**src/serial_port_params.svh**
```systemverilog
// Purpose: Constants for the instrument serial port with hold-off.
// Assumes: 250 MHz system clock; host reaches settings over a plain register port.
// Notes:   One tag per rule line below.
// Function
// - While serial is selected, the parallel bus interface is disabled.
// - Each character is ten bit times: start, eight payload bits, stop.
// - Even/odd parity: seven data bits then computed parity bit.
// - Mark/space parity: seven data bits then parity fixed one or zero.
// - No parity: eight data bits, frame length unchanged.
// - Baud selectable from 300, 600, 1200, 2400, 4800, 9600.
// - Parity, baud, flow settings persist and load at start-up.
// - After host hold-off, transmitter sends at most five more characters.
// - After device hold-off, receiver still accepts fifteen more characters.
// - Software handshake: byte 19 holds off, byte 17 releases, both ways.
// - RTS/CTS: drive RTS near full, CTS input is host hold-off.
// - DTR/DSR: drive DTR near full, DSR input is host hold-off.
// - Flow none: ignore handshake lines and control bytes.
// - Device is DTE: transmits on TXD, receives on RXD.
// - Each response ends with carriage return then newline.
// - Received newline 0A ends an incoming program message.
`ifndef SERIAL_PORT_PARAMS_SVH
`define SERIAL_PORT_PARAMS_SVH

`define CLK_HZ           250000000
`define FRAME_BITS       10
`define BYTE_XOFF        8'h13
`define BYTE_XON         8'h11
`define BYTE_NL          8'h0a
`define BYTE_CR          8'h0d
`define TX_HOLD_MAX      5
`define RX_OVERRUN       15
`define RX_DEPTH         64
`define RX_AW            6
`define RX_ALMOST_FULL   (`RX_DEPTH - `RX_OVERRUN - 1)
`define RX_RESUME        16

`define ADDR_CONFIG      4'h0
`define ADDR_STATUS      4'h1
`define ADDR_TX          4'h2
`define ADDR_RX          4'h3

`define CFG_PARITY_LSB   0
`define CFG_BAUD_LSB     3
`define CFG_FLOW_LSB     6
`define CFG_SERIAL_BIT   8
`define CFG_RESET        9'h000

`endif

```
**src/serial_port_pkg.sv**
```systemverilog
// Purpose: Types for the instrument serial port.
// Assumes: Constants live in serial_port_params.svh.
// Notes:   Encodings match the configuration register fields.
package serial_port_pkg;
  typedef enum logic [2:0] {
    PAR_NONE  = 3'h0,
    PAR_EVEN  = 3'h1,
    PAR_ODD   = 3'h2,
    PAR_MARK  = 3'h3,
    PAR_SPACE = 3'h4
  } parity_t;

  typedef enum logic [1:0] {
    FLOW_NONE = 2'h0,
    FLOW_XON  = 2'h1,
    FLOW_RTS  = 2'h2,
    FLOW_DTR  = 2'h3
  } flow_t;

  typedef enum logic [1:0] {
    LINE_IDLE = 2'b00,
    LINE_DATA = 2'b01,
    LINE_STOP = 2'b11
  } line_state_t;
endpackage

```
**src/serial_port.sv**
```systemverilog
// Purpose: Serial programming port: UART framing, parity, baud, hold-off.
// Assumes: Settings image comes from non-volatile storage on cfg_nv_* at start-up.
// Notes:   Response bytes enter via the tx port; CR LF is appended on tx_last.
`timescale 1ns/10ps
`include "serial_port_params.svh"
module serial_port (
  input  wire logic       clk_sys,
  input  wire logic       rst,
  input  wire logic [8:0] cfg_nv_value,
  input  wire logic       cfg_nv_load,
  output logic [8:0]      cfg_nv_store,
  output logic            cfg_nv_write,
  input  wire logic [3:0] reg_addr,
  input  wire logic [15:0] reg_wdata,
  input  wire logic       reg_write,
  input  wire logic       reg_read,
  output logic [15:0]     reg_rdata,
  input  wire logic [7:0] tx_data,
  input  wire logic       tx_last,
  input  wire logic       tx_valid,
  output logic            tx_ready,
  output logic [7:0]      rx_data,
  output logic            rx_end_of_msg,
  output logic            rx_valid,
  input  wire logic       rx_ready,
  output logic            parallel_bus_enable,
  output logic            txd,
  input  wire logic       rxd,
  output logic            rts,
  input  wire logic       cts,
  output logic            dtr,
  input  wire logic       dsr
);
  // Configuration
  logic [8:0] cfg_reg;
  logic [8:0] cfg_next;
  logic       nvw_next;
  logic       nvw_reg;
  serial_port_pkg::parity_t par_mode;
  serial_port_pkg::flow_t   flow_mode;
  logic [2:0] baud_sel;

  assign par_mode  = serial_port_pkg::parity_t'(cfg_reg[`CFG_PARITY_LSB +: 3]);
  assign baud_sel  = cfg_reg[`CFG_BAUD_LSB +: 3];
  assign flow_mode = serial_port_pkg::flow_t'(cfg_reg[`CFG_FLOW_LSB +: 2]);
  assign parallel_bus_enable = !cfg_reg[`CFG_SERIAL_BIT];
  assign cfg_nv_store = cfg_reg;
  assign cfg_nv_write = nvw_reg;

  always_comb begin
    cfg_next = cfg_reg;
    nvw_next = 1'b0;
    if (cfg_nv_load) begin
      cfg_next = cfg_nv_value;
    end else if (reg_write && reg_addr == `ADDR_CONFIG) begin
      cfg_next = reg_wdata[8:0];
      nvw_next = 1'b1;
    end
  end

  always_ff @(posedge clk_sys) begin
    if (rst) begin
      cfg_reg <= `CFG_RESET;
      nvw_reg <= 1'b0;
    end else begin
      cfg_reg <= cfg_next;
      nvw_reg <= nvw_next;
    end
  end

  // Baud tick: sixteen samples per bit
  logic [15:0] div_max;
  logic [15:0] div_reg;
  logic [15:0] div_next;
  logic        tick16;

  always_comb begin
    case (baud_sel)
      3'h0:    div_max = 16'(`CLK_HZ / (300 * 16) - 1);
      3'h1:    div_max = 16'(`CLK_HZ / (600 * 16) - 1);
      3'h2:    div_max = 16'(`CLK_HZ / (1200 * 16) - 1);
      3'h3:    div_max = 16'(`CLK_HZ / (2400 * 16) - 1);
      3'h4:    div_max = 16'(`CLK_HZ / (4800 * 16) - 1);
      default: div_max = 16'(`CLK_HZ / (9600 * 16) - 1);
    endcase
    tick16   = (div_reg >= div_max);
    div_next = tick16 ? 16'h0000 : 16'(div_reg + 16'h0001);
  end

  always_ff @(posedge clk_sys) begin
    if (rst) begin
      div_reg <= 16'h0000;
    end else begin
      div_reg <= div_next;
    end
  end

  // Pin synchronisers
  logic [2:0] pin_meta_reg;
  logic [2:0] pin_sync_reg;
  logic       rxd_s;
  logic       cts_s;
  logic       dsr_s;

  always_ff @(posedge clk_sys) begin
    if (rst) begin
      pin_meta_reg <= 3'h7;
      pin_sync_reg <= 3'h7;
    end else begin
      pin_meta_reg <= {dsr, cts, rxd};
      pin_sync_reg <= pin_meta_reg;
    end
  end
  assign rxd_s = pin_sync_reg[0];
  assign cts_s = pin_sync_reg[1];
  assign dsr_s = pin_sync_reg[2];

  function automatic logic [7:0] frame_byte(input logic [7:0] d,
                                            input serial_port_pkg::parity_t p);
    logic [7:0] r;
    r = d;
    case (p)
      serial_port_pkg::PAR_EVEN:  r = {^d[6:0], d[6:0]};
      serial_port_pkg::PAR_ODD:   r = {~^d[6:0], d[6:0]};
      serial_port_pkg::PAR_MARK:  r = {1'b1, d[6:0]};
      serial_port_pkg::PAR_SPACE: r = {1'b0, d[6:0]};
      default:                    r = d;
    endcase
    return r;
  endfunction

  // Receiver
  serial_port_pkg::line_state_t rx_st_reg;
  serial_port_pkg::line_state_t rx_st_next;
  logic [3:0] rx_ph_reg;
  logic [3:0] rx_ph_next;
  logic [3:0] rx_bit_reg;
  logic [3:0] rx_bit_next;
  logic [7:0] rx_sh_reg;
  logic [7:0] rx_sh_next;
  logic       rx_done;
  logic       rx_perr;
  logic       rx_ferr;
  logic [7:0] rx_byte;

  assign rx_byte = (par_mode == serial_port_pkg::PAR_NONE) ? rx_sh_reg : {1'b0, rx_sh_reg[6:0]};

  always_comb begin
    rx_st_next  = rx_st_reg;
    rx_ph_next  = rx_ph_reg;
    rx_bit_next = rx_bit_reg;
    rx_sh_next  = rx_sh_reg;
    rx_done     = 1'b0;
    rx_ferr     = 1'b0;
    rx_perr     = 1'b0;
    if (tick16) begin
      rx_ph_next = 4'(rx_ph_reg + 4'h1);
      case (rx_st_reg)
        serial_port_pkg::LINE_IDLE: begin
          rx_ph_next = 4'h0;
          if (!rxd_s) begin
            rx_st_next  = serial_port_pkg::LINE_DATA;
            rx_bit_next = 4'h0;
          end
        end
        serial_port_pkg::LINE_DATA: begin
          if (rx_ph_reg == 4'h7 && rx_bit_reg == 4'h0 && rxd_s) begin
            rx_st_next = serial_port_pkg::LINE_IDLE;
          end else if (rx_ph_reg == 4'h7 && rx_bit_reg != 4'h0) begin
            rx_sh_next = {rxd_s, rx_sh_reg[7:1]};
          end
          if (rx_ph_reg == 4'hf) begin
            rx_bit_next = 4'(rx_bit_reg + 4'h1);
            if (rx_bit_reg == 4'(`FRAME_BITS - 2)) begin
              rx_st_next = serial_port_pkg::LINE_STOP;
            end
          end
        end
        serial_port_pkg::LINE_STOP: begin
          if (rx_ph_reg == 4'h7) begin
            rx_st_next = serial_port_pkg::LINE_IDLE;
            rx_done    = rxd_s;
            rx_ferr    = !rxd_s;
            rx_perr    = (frame_byte(rx_sh_reg, par_mode) != rx_sh_reg);
          end
        end
        default: rx_st_next = serial_port_pkg::LINE_IDLE;
      endcase
    end
  end

  always_ff @(posedge clk_sys) begin
    if (rst) begin
      rx_st_reg  <= serial_port_pkg::LINE_IDLE;
      rx_ph_reg  <= 4'h0;
      rx_bit_reg <= 4'h0;
      rx_sh_reg  <= 8'h00;
    end else begin
      rx_st_reg  <= rx_st_next;
      rx_ph_reg  <= rx_ph_next;
      rx_bit_reg <= rx_bit_next;
      rx_sh_reg  <= rx_sh_next;
    end
  end

  // Receive buffer and flow control
  logic [7:0]       rxq_mem [`RX_DEPTH];
  logic [`RX_AW:0]  rxq_wp_reg;
  logic [`RX_AW:0]  rxq_wp_next;
  logic [`RX_AW:0]  rxq_rp_reg;
  logic [`RX_AW:0]  rxq_rp_next;
  logic [`RX_AW:0]  rxq_level;
  logic             rxq_push;
  logic             rxq_pop;
  logic             is_ctl;
  logic             host_hold_reg;
  logic             host_hold_next;
  logic             dev_hold_reg;
  logic             dev_hold_next;
  logic             xoff_pend_reg;
  logic             xoff_pend_next;
  logic             xon_pend_reg;
  logic             xon_pend_next;
  logic             ovr_reg;
  logic             ovr_next;
  logic             err_reg;
  logic             err_next;
  logic             ctl_sent;
  logic             xoff_sent;

  assign rxq_level = (`RX_AW+1)'(rxq_wp_reg - rxq_rp_reg);
  assign is_ctl = (flow_mode == serial_port_pkg::FLOW_XON) &&
                  (rx_byte == `BYTE_XOFF || rx_byte == `BYTE_XON);
  assign rxq_push = rx_done && !is_ctl && rxq_level != (`RX_AW+1)'(`RX_DEPTH);
  assign rxq_pop  = rx_valid && rx_ready;
  assign rx_valid = (rxq_level != '0);
  assign rx_data  = rxq_mem[rxq_rp_reg[`RX_AW-1:0]];
  assign rx_end_of_msg = (rx_data == `BYTE_NL);
  assign rts = (flow_mode == serial_port_pkg::FLOW_RTS) && dev_hold_reg;
  assign dtr = (flow_mode == serial_port_pkg::FLOW_DTR) && dev_hold_reg;

  always_comb begin
    rxq_wp_next    = rxq_push ? (`RX_AW+1)'(rxq_wp_reg + 1'b1) : rxq_wp_reg;
    rxq_rp_next    = rxq_pop ? (`RX_AW+1)'(rxq_rp_reg + 1'b1) : rxq_rp_reg;
    host_hold_next = host_hold_reg;
    case (flow_mode)
      serial_port_pkg::FLOW_XON: begin
        if (rx_done && rx_byte == `BYTE_XOFF) host_hold_next = 1'b1;
        if (rx_done && rx_byte == `BYTE_XON) host_hold_next = 1'b0;
      end
      serial_port_pkg::FLOW_RTS: host_hold_next = cts_s;
      serial_port_pkg::FLOW_DTR: host_hold_next = dsr_s;
      default: host_hold_next = 1'b0;
    endcase
    dev_hold_next = dev_hold_reg;
    if (rxq_level >= (`RX_AW+1)'(`RX_ALMOST_FULL)) dev_hold_next = 1'b1;
    else if (rxq_level <= (`RX_AW+1)'(`RX_RESUME)) dev_hold_next = 1'b0;
    if (flow_mode == serial_port_pkg::FLOW_NONE) dev_hold_next = 1'b0;
    xoff_pend_next = xoff_pend_reg;
    xon_pend_next  = xon_pend_reg;
    if (flow_mode == serial_port_pkg::FLOW_XON && dev_hold_next != dev_hold_reg) begin
      xoff_pend_next = dev_hold_next;
      xon_pend_next  = !dev_hold_next;
    end else if (ctl_sent) begin
      if (xoff_sent) xoff_pend_next = 1'b0;
      else xon_pend_next = 1'b0;
    end
    if (flow_mode != serial_port_pkg::FLOW_XON) begin
      xoff_pend_next = 1'b0;
      xon_pend_next  = 1'b0;
    end
    ovr_next = ovr_reg;
    err_next = err_reg;
    if (reg_read && reg_addr == `ADDR_STATUS) begin
      ovr_next = 1'b0;
      err_next = 1'b0;
    end
    if (rx_done && !is_ctl && !rxq_push) ovr_next = 1'b1;
    if (rx_ferr || (rx_done && rx_perr)) err_next = 1'b1;
  end

  always_ff @(posedge clk_sys) begin
    if (rxq_push) rxq_mem[rxq_wp_reg[`RX_AW-1:0]] <= rx_byte;
  end

  always_ff @(posedge clk_sys) begin
    if (rst) begin
      rxq_wp_reg    <= '0;
      rxq_rp_reg    <= '0;
      host_hold_reg <= 1'b0;
      dev_hold_reg  <= 1'b0;
      xoff_pend_reg <= 1'b0;
      xon_pend_reg  <= 1'b0;
      ovr_reg       <= 1'b0;
      err_reg       <= 1'b0;
    end else begin
      rxq_wp_reg    <= rxq_wp_next;
      rxq_rp_reg    <= rxq_rp_next;
      host_hold_reg <= host_hold_next;
      dev_hold_reg  <= dev_hold_next;
      xoff_pend_reg <= xoff_pend_next;
      xon_pend_reg  <= xon_pend_next;
      ovr_reg       <= ovr_next;
      err_reg       <= err_next;
    end
  end

  // Transmit path: buffer, terminator insertion, shifter
  logic [7:0] buf_data;
  logic       buf_valid;
  logic       buf_ready;
  logic [7:0] buf_in_data;
  logic       buf_in_valid;
  logic       buf_in_ready;
  logic       term_reg;
  logic       term_next;
  logic       last_reg;
  logic       last_next;

  // Response bytes then CR LF after tx_last
  always_comb begin
    term_next    = term_reg;
    last_next    = last_reg;
    buf_in_data  = tx_data;
    buf_in_valid = tx_valid && !term_reg;
    tx_ready     = buf_in_ready && !term_reg;
    if (term_reg) begin
      buf_in_valid = 1'b1;
      buf_in_data  = last_reg ? `BYTE_NL : `BYTE_CR;
      if (buf_in_ready) begin
        last_next = !last_reg;
        term_next = !last_reg;
      end
    end else if (tx_valid && buf_in_ready && tx_last) begin
      term_next = 1'b1;
      last_next = 1'b0;
    end
  end

  always_ff @(posedge clk_sys) begin
    if (rst) begin
      term_reg <= 1'b0;
      last_reg <= 1'b0;
    end else begin
      term_reg <= term_next;
      last_reg <= last_next;
    end
  end

  skid_buffer tx_buf (
    .clk_sys   (clk_sys),
    .rst       (rst),
    .in_data   (buf_in_data),
    .in_valid  (buf_in_valid),
    .in_ready  (buf_in_ready),
    .out_data  (buf_data),
    .out_valid (buf_valid),
    .out_ready (buf_ready)
  );

  serial_port_pkg::line_state_t tx_st_reg;
  serial_port_pkg::line_state_t tx_st_next;
  logic [9:0] tx_sh_reg;
  logic [9:0] tx_sh_next;
  logic [3:0] tx_ph_reg;
  logic [3:0] tx_ph_next;
  logic [3:0] tx_bit_reg;
  logic [3:0] tx_bit_next;
  logic [2:0] tx_cnt_reg;
  logic [2:0] tx_cnt_next;
  logic       pace_ok;
  logic       ctl_sel;
  logic [7:0] tx_pick;

  // A hold-off from the host still lets a few queued characters out
  assign pace_ok = !host_hold_reg || tx_cnt_reg < 3'(`TX_HOLD_MAX);
  assign ctl_sel = xoff_pend_reg || xon_pend_reg;
  assign tx_pick = xoff_pend_reg ? `BYTE_XOFF : xon_pend_reg ? `BYTE_XON : buf_data;
  assign txd = tx_sh_reg[0];

  always_comb begin
    tx_st_next  = tx_st_reg;
    tx_sh_next  = tx_sh_reg;
    tx_ph_next  = tx_ph_reg;
    tx_bit_next = tx_bit_reg;
    tx_cnt_next = host_hold_reg ? tx_cnt_reg : 3'h0;
    buf_ready   = 1'b0;
    ctl_sent    = 1'b0;
    xoff_sent   = xoff_pend_reg;
    case (tx_st_reg)
      serial_port_pkg::LINE_IDLE: begin
        if (ctl_sel || (buf_valid && pace_ok)) begin
          tx_sh_next  = {1'b1, frame_byte(tx_pick, par_mode), 1'b0};
          tx_st_next  = serial_port_pkg::LINE_DATA;
          tx_ph_next  = 4'h0;
          tx_bit_next = 4'h0;
          ctl_sent    = ctl_sel;
          buf_ready   = !ctl_sel;
          if (!ctl_sel && host_hold_reg) tx_cnt_next = 3'(tx_cnt_reg + 3'h1);
        end
      end
      serial_port_pkg::LINE_DATA: begin
        if (tick16) begin
          tx_ph_next = 4'(tx_ph_reg + 4'h1);
          if (tx_ph_reg == 4'hf) begin
            tx_sh_next  = {1'b1, tx_sh_reg[9:1]};
            tx_bit_next = 4'(tx_bit_reg + 4'h1);
            if (tx_bit_reg == 4'(`FRAME_BITS - 1)) tx_st_next = serial_port_pkg::LINE_IDLE;
          end
        end
      end
      default: tx_st_next = serial_port_pkg::LINE_IDLE;
    endcase
  end

  always_ff @(posedge clk_sys) begin
    if (rst) begin
      tx_st_reg  <= serial_port_pkg::LINE_IDLE;
      tx_sh_reg  <= 10'h3ff;
      tx_ph_reg  <= 4'h0;
      tx_bit_reg <= 4'h0;
      tx_cnt_reg <= 3'h0;
    end else begin
      tx_st_reg  <= tx_st_next;
      tx_sh_reg  <= tx_sh_next;
      tx_ph_reg  <= tx_ph_next;
      tx_bit_reg <= tx_bit_next;
      tx_cnt_reg <= tx_cnt_next;
    end
  end

  // Register read port
  logic [15:0] rdata_next;
  logic [15:0] rdata_reg;

  always_comb begin
    rdata_next = 16'h0000;
    if (reg_read) begin
      case (reg_addr)
        `ADDR_CONFIG: rdata_next = {7'h00, cfg_reg};
        `ADDR_STATUS: rdata_next = {4'h0, ovr_reg, err_reg, 1'b0, rxq_level,
                                    dev_hold_reg, host_hold_reg};
        default:      rdata_next = 16'h0000;
      endcase
    end
  end

  always_ff @(posedge clk_sys) begin
    if (rst) begin
      rdata_reg <= 16'h0000;
    end else begin
      rdata_reg <= rdata_next;
    end
  end
  assign reg_rdata = rdata_reg;
endmodule

```
**src/skid_buffer.sv**
```systemverilog
// Purpose: Two-entry buffer with valid/ready on both sides.
// Assumes: Same clock on both sides.
// Notes:   in_ready depends only on fill level, so no combinational loop.
`timescale 1ns/10ps
module skid_buffer (
  input  wire logic       clk_sys,
  input  wire logic       rst,
  input  wire logic [7:0] in_data,
  input  wire logic       in_valid,
  output logic            in_ready,
  output logic [7:0]      out_data,
  output logic            out_valid,
  input  wire logic       out_ready
);
  logic [7:0] slot_reg [2];
  logic [7:0] slot_next [2];
  logic [1:0] count_reg;
  logic [1:0] count_next;
  logic       push;
  logic       pop;

  assign in_ready  = (count_reg != 2'h2);
  assign out_valid = (count_reg != 2'h0);
  assign out_data  = slot_reg[0];
  assign push      = in_valid && in_ready;
  assign pop       = out_valid && out_ready;

  always_comb begin
    slot_next[0] = slot_reg[0];
    slot_next[1] = slot_reg[1];
    count_next   = count_reg;
    if (pop) begin
      slot_next[0] = slot_reg[1];
    end
    if (push) begin
      if (count_reg == 2'h0 || (count_reg == 2'h1 && pop)) begin
        slot_next[0] = in_data;
      end else begin
        slot_next[1] = in_data;
      end
    end
    count_next = 2'(count_reg + {1'b0, push} - {1'b0, pop});
  end

  always_ff @(posedge clk_sys) begin
    if (rst) begin
      slot_reg[0] <= 8'h00;
      slot_reg[1] <= 8'h00;
      count_reg   <= 2'h0;
    end else begin
      slot_reg[0] <= slot_next[0];
      slot_reg[1] <= slot_next[1];
      count_reg   <= count_next;
    end
  end
endmodule

```
**config.mk**
```make
export PLATFORM = sky130hd
export DESIGN_NAME = serial_port
export DESIGN_NICKNAME = d
export VERILOG_FILES = /design/src/serial_port_pkg.sv /design/src/serial_port.sv /design/src/skid_buffer.sv
export VERILOG_INCLUDE_DIRS = /design/src
export SDC_FILE = /design/constraint.sdc
export NUM_CORES = 1
export LEC_CHECK = 0
export BUFFER_PORTS_ARGS = -buffer_cell sky130_fd_sc_hd__buf_2
export CAP_MARGIN = 20
export CORE_ASPECT_RATIO = 1.1
export CORE_UTILIZATION = 25
export CTS_CLUSTER_SIZE = 28
export DETAILED_ROUTE_END_ITERATION = 8
export PLACE_DENSITY = 0.44
export SLEW_MARGIN = 20
export SYNTH_ARGS = -nofsm -noshare
export SYNTH_HDL_FRONTEND = slang
export SYNTH_SLANG_ARGS = --single-unit
```
**constraint.sdc**
```tcl
create_clock -name clk_sys -period 6.2 [get_ports clk_sys]
set_clock_uncertainty 0.2 [all_clocks]
set_input_delay 0.31 -clock clk_sys [delete_from_list [all_inputs] [get_ports clk_sys]]
set_output_delay 0.31 -clock clk_sys [all_outputs]
set_load 0.05 [all_outputs]
```
* Word level (Yosys, flattened, before mapping) *
Memory sizes are Yosys's and may differ from the RTL's. A register that Yosys moved wholly into a read port is not among the register bits.
Cells that the tools add are included.
Widths: inputs -> output; s select.

word-level totals
  flip-flop bits (word level) = 113
  bits in writable memories = 528
  bits of input ports = 48
  output and inout bits = 41
  memories = 2

memory list
  name             words  bits a word  rd ports  clocked after Yosys merged registers in  write ports  RTL line            text
  rxq_mem          64     8            1         1                                        1            serial_port.sv:207  logic [7:0] rxq_mem [`RX_DEPTH];
  tx_buf.slot_reg  2      8            2         0                                        2            skid_buffer.sv:15   logic [7:0] slot_reg [2];

operators by class
  $add $sub $neg = 11
  order comparisons = 4
  equal/unequal tests = 39
  multiplexer cells = 91
  bitwise gates (word level) = 4
  reduce and logical (&&, ||, !) cells = 74

operators by type and width
  operator               count
  $mux 8                 12
  $pmux 16 s5            1
  $pmux 8 s4             2
  $mux 1                 39
  $mux 10                3
  $mux 4                 7
  $logic_and 1x1->1      25
  $pmux 12 s2            1
  $pmux 4 s2             3
  $pmux 10 s2            1
  $mux 2                 9
  $mux 9                 2
  $ne 2x2->1 const B     9
  $add 16x1->16 const B  1
  $add 4x1->4 const B    4
  $eq 4x4->1 const B     4
  $eq 8x5->1 const B     2
  $ge 16x16->1           1
  $mux 16                1
  $reduce_and 4->1       4
  $reduce_bool 2->1      8
  $mux 3                 5
  $add 7x1->7 const B    2
  $reduce_xnor 7->1      2
  37 further kinds       75

* Depth between registers and ports, before layout *
  word-level depth = 12
  depth in mapped cells = 14
  mapped depth without buffers = 11

* Cells and area by module *
Synthesis repeated with hierarchy kept, for this count alone.

unflattened totals
  cells, all modules = 1,696
  area, all modules = 26,604.3 µm²

modules (own cells, without submodules)
  module       times used  cells an instance  area an instance (µm²)  seq. area each (µm²)
  serial_port  1           1,593              25,688.4                17,576.9
  skid_buffer  1           103                915.9                   360.3

* Least setup slack after synthesis *
Ideal clock, no wire load.

  path type = register -> register
  from = register cfg_reg[2], in the netlist cfg_nv_store[2]
  to = memory rxq_mem[56][0] (enable)
  data arrival time = 6,289 ps
  slack = -660 ps
  stages on the path, launching flop included = 9
  path buffers = 1
  period minus slack after synthesis = 6,860 ps
  cells stage by stage = dfxtp_1 nor4b_1 nor3_1 o21ai_0 o21ba_2 a21boi_0 clkbuf_1 nand4_1 nor2_1

on the way
  cells in the longest elaborated chain, start to end = 10
  elaborated cells on any way between the ends = 11

RTL lines
  what                                 RTL line            text
  start, declared                      serial_port.sv:35   logic [8:0] cfg_reg;
  start signal, assigned               serial_port.sv:63   cfg_reg <= `CFG_RESET;
  start signal, assigned               serial_port.sv:66   cfg_reg <= cfg_next;
  $logic_not 3->1 (*)                  serial_port.sv:146  assign rx_byte = (par_mode == serial_port_pkg::PAR_NONE) ? rx_sh_reg : {1'b0, rx_sh_reg[6:0]};
  $mux 8 (*)                           serial_port.sv:146
  via rx_byte[7]                       serial_port.sv:144  logic [7:0] rx_byte;
  $eq 8x5->1 (no line)                 --
  $logic_or 1x1->1 (no line) (*)       --
  $logic_and 1x1->1 (*)                serial_port.sv:232  assign is_ctl = (flow_mode == serial_port_pkg::FLOW_XON) &&
  $logic_not 1->1 (*)                  serial_port.sv:234  assign rxq_push = rx_done && !is_ctl && rxq_level != (`RX_AW+1)'(`RX_DEPTH);
  $logic_and 1x1->1 (*) (2 in series)  serial_port.sv:234
  $mux 1 (*) (2 in series)             serial_port.sv:283  if (rxq_push) rxq_mem[rxq_wp_reg[`RX_AW-1:0]] <= rx_byte;
  end, declared                        serial_port.sv:207

The timed path passes the listed nets; every way through them passes the cells marked *.

==> flow_summary.yaml <==
sta:
  setup_tns_ps: 0
  final_max_slew_viol_count: 0
  holdWs_ps: 44.3
  min_period_over_period_pct: 79.3
  worst_pin_slew_ps: 1060
  finalSetupViolations: 0
  relSlewSlack_pct: 29.0
  setup_ws_ps: 1280
  hold_viol: 0
  fin_crit_ps: 4920
  fmax_ghz: 0.203
  rsz0062_at_grt: "false"
power:
  swShare_pct: 25.5
  p_switching_mw: 2.66
  clkPwrFrac_pct: 39.7
  fin_total_pwr_mw: 10.4
  power.leakage_nw: 10.1
  pwr-share-comb_pct: 14.1
  intPower_mw: 7.76
  power_density_nw_per_um2: 334
  irDropWorstVdd_mv: 0.188
  seqPwrFrac_pct: 46.2
synthesis:
  synth.most_common_cell: "edfxtp_1"
  synth_common_cells: "edfxtp_1, nor2_1, mux4_2, dfxtp_1, a21oi_1"
  syn_inst: 1682
  ys_warn_count: 0
  async_flop_share_pct: 0
  ys_ff_latch: 640
  synth_cell_type_count: 72
  yosys.area.top_type: "edfxtp_1"
  ys.flop_type: "edfxtp_1"
  synth.top_cell.area_share_pct: 58.1
  ys_seq_area_share_pct: 67.7
  synth_edf_count: 512
  syn_area_per_cell_um2: 15.7
  ys_top_cells_by_area: "edfxtp_1, mux4_2, dfxtp_1"
  syn_area_um2: 26500
critical_path:
  critPathRequiredTime_ps: 5690
  path_class: "flip-flop to output port"
  startpoint_type: "flip-flop"
  end_kind: "output port"
  crit_fanout: 34
  worstPathArrival_ps: 4410
finish:
  multi_input_area_um2: 8020
  area_growth_pct: 17.7
  seq_area_um2: 18000
  fillers: 10300
  final_cells: 3261
  largest_reg_flops: 512
  final_net_count: 1909
  fin_util_pct: 29.9
  stdcell_area_um2: 31200
  diodes: 0
  layout-drive-gt1-share_pct: 19.8
clocking:
  post_cts_buffers: 0
  cts_max_level: 3
  cts_tree: "done"
  clkTransAtPathRegs_ps: 60
  cts_inserted_buffers: 71
  hold_buffers: 41
  cts-root-buf: "clkbuf_16"
  clock-sinks: 640
  insertion_delay_ps: 600
  ctsResizeCount: 0
  clock_path_buffers: 3
status:
  run_status: "complete, no violations"
place:
  io_buffer_count: 76
  postPlaceCellArea_um2: 28500
  dp_slack_ps: 1240
  dp.cells: 3094
  gp_congestion: 0.749
  hpwlAfterDp_mm: 41.7
die:
  die_w_um: 312
  die_h_um: 343
  core-area_um2: 104000
  rows: 124
  io_pins: 89
  initial_utilization_pct: 25.4
  die-area_um2: 107000
drt:
  drt_iter0_drc: 1045
  drc_errors: 0
  ant_nets: 0
  via_count: 15000
  first_pass_iters: 5
  wl_per_cell_um: 20.6
  vias_per_cell: 4.61
  totalWireLength_mm: 67.2
run:
  cap_violations: 0
global_routing:
  grt_pass1_vias: 15500
  grt_pass1_wl_mm: 101
  grt_usage_pct: 12.5
  grt_max_degree: 89
  antenna_found_initial: 1
  grt_remaining_overflow: 0
hold_path:
  hold_path_class: "primary input to flip-flop"
[critical path: stages, from the launching register on]
cell      delay [ps]
dfxtp_4          840
buf_4            350
mux4_2           520
mux2i_1          340
o22a_1           300
o221ai_1         140
a211o_1          360
or4_1            500
nor4_2           130
buf_2            300
[worst paths after layout]
| path | start | to | slack, ps | depth (start not counted) |
|---|---|---|---|---|
| hold / removal | rst | tx_sh_reg[0] | 40 | 3 |
| setup reg to reg | cfg_nv_store[3] | rxq_mem[59][4] | 1350 | 12 |
| hold reg to reg | pin_meta_reg[1] | pin_sync_reg[1] | 210 | 1 |
| setup / recovery | flip-flop | rx_end_of_msg | 1280 | 9 |
[cell type report]
| type | count | area share [%] |
|---|---|---|
| Tap cell | 1386 | 5.56 |
| Timing Repair Buffer | 151 | 3.48 |
| Clock buffer | 94 | 6.14 |
| Clock inverter | 32 | 1.06 |
| Inverter | 38 | 0.457 |
| Sequential cell | 640 | 57.6 |
| Multi-Input combinational cell | 920 | 25.7 |
[placed cells by master, fill, tap and decap left out, drive strengths merged, types with 12 or more instances in the layout]
cell         instances
a211oi              35
a21oi               69
a221oi              12
a22oi               27
buf                110
clkbuf              94
clkinv              21
dfxtp              128
dlygate4sd3         41
edfxtp             512
ha                  38
inv                 43
mux2i               55
mux4               129
nand2               58
nand2b              15
nand3               33
nand4               17
nor2               164
nor2b               22
nor3                17
o21ai               30
or3                 14
xnor2               24
xor2                12
[cell families (layout without fill, tap and decap cells)]
family	count (synthesis)	count (layout)	synth area share, %
adders and majority gates	40	40	1.91
xor gates and xnor gates	36	36	1.19
DFF	640	640	67.7
muxes	187	187	13.2
buffers and inverters	126	315	2.16
AOI/OAI and AO/OA	251	251	6.50
and+or+nand+nor	401	401	7.32
other	1	5	0.0142
[layer usage]
| layer | global-route usage (%) | routed length (µm) |
|---|---|---|
| met5 | 0 | 10 |
| met4 | 3.25 | 1520 |
| met3 | 2.44 | 3110 |
| met2 | 20.6 | 31900 |
| met1 | 16.9 | 30600 |
[power by group through the flow]
stage	clock network, mW	logic, mW	registers [mW]
2_1_floorplan	0	1.15	4.82
3_3_place_gp	0	1.46	4.90
3_5_place_dp	0	1.47	4.91
4_1_cts	4.25	1.49	4.82
5_1_grt	4.41	1.60	4.83
6_report	4.14	1.47	4.81
Note: power is estimated with default switching activity, not from simulation.
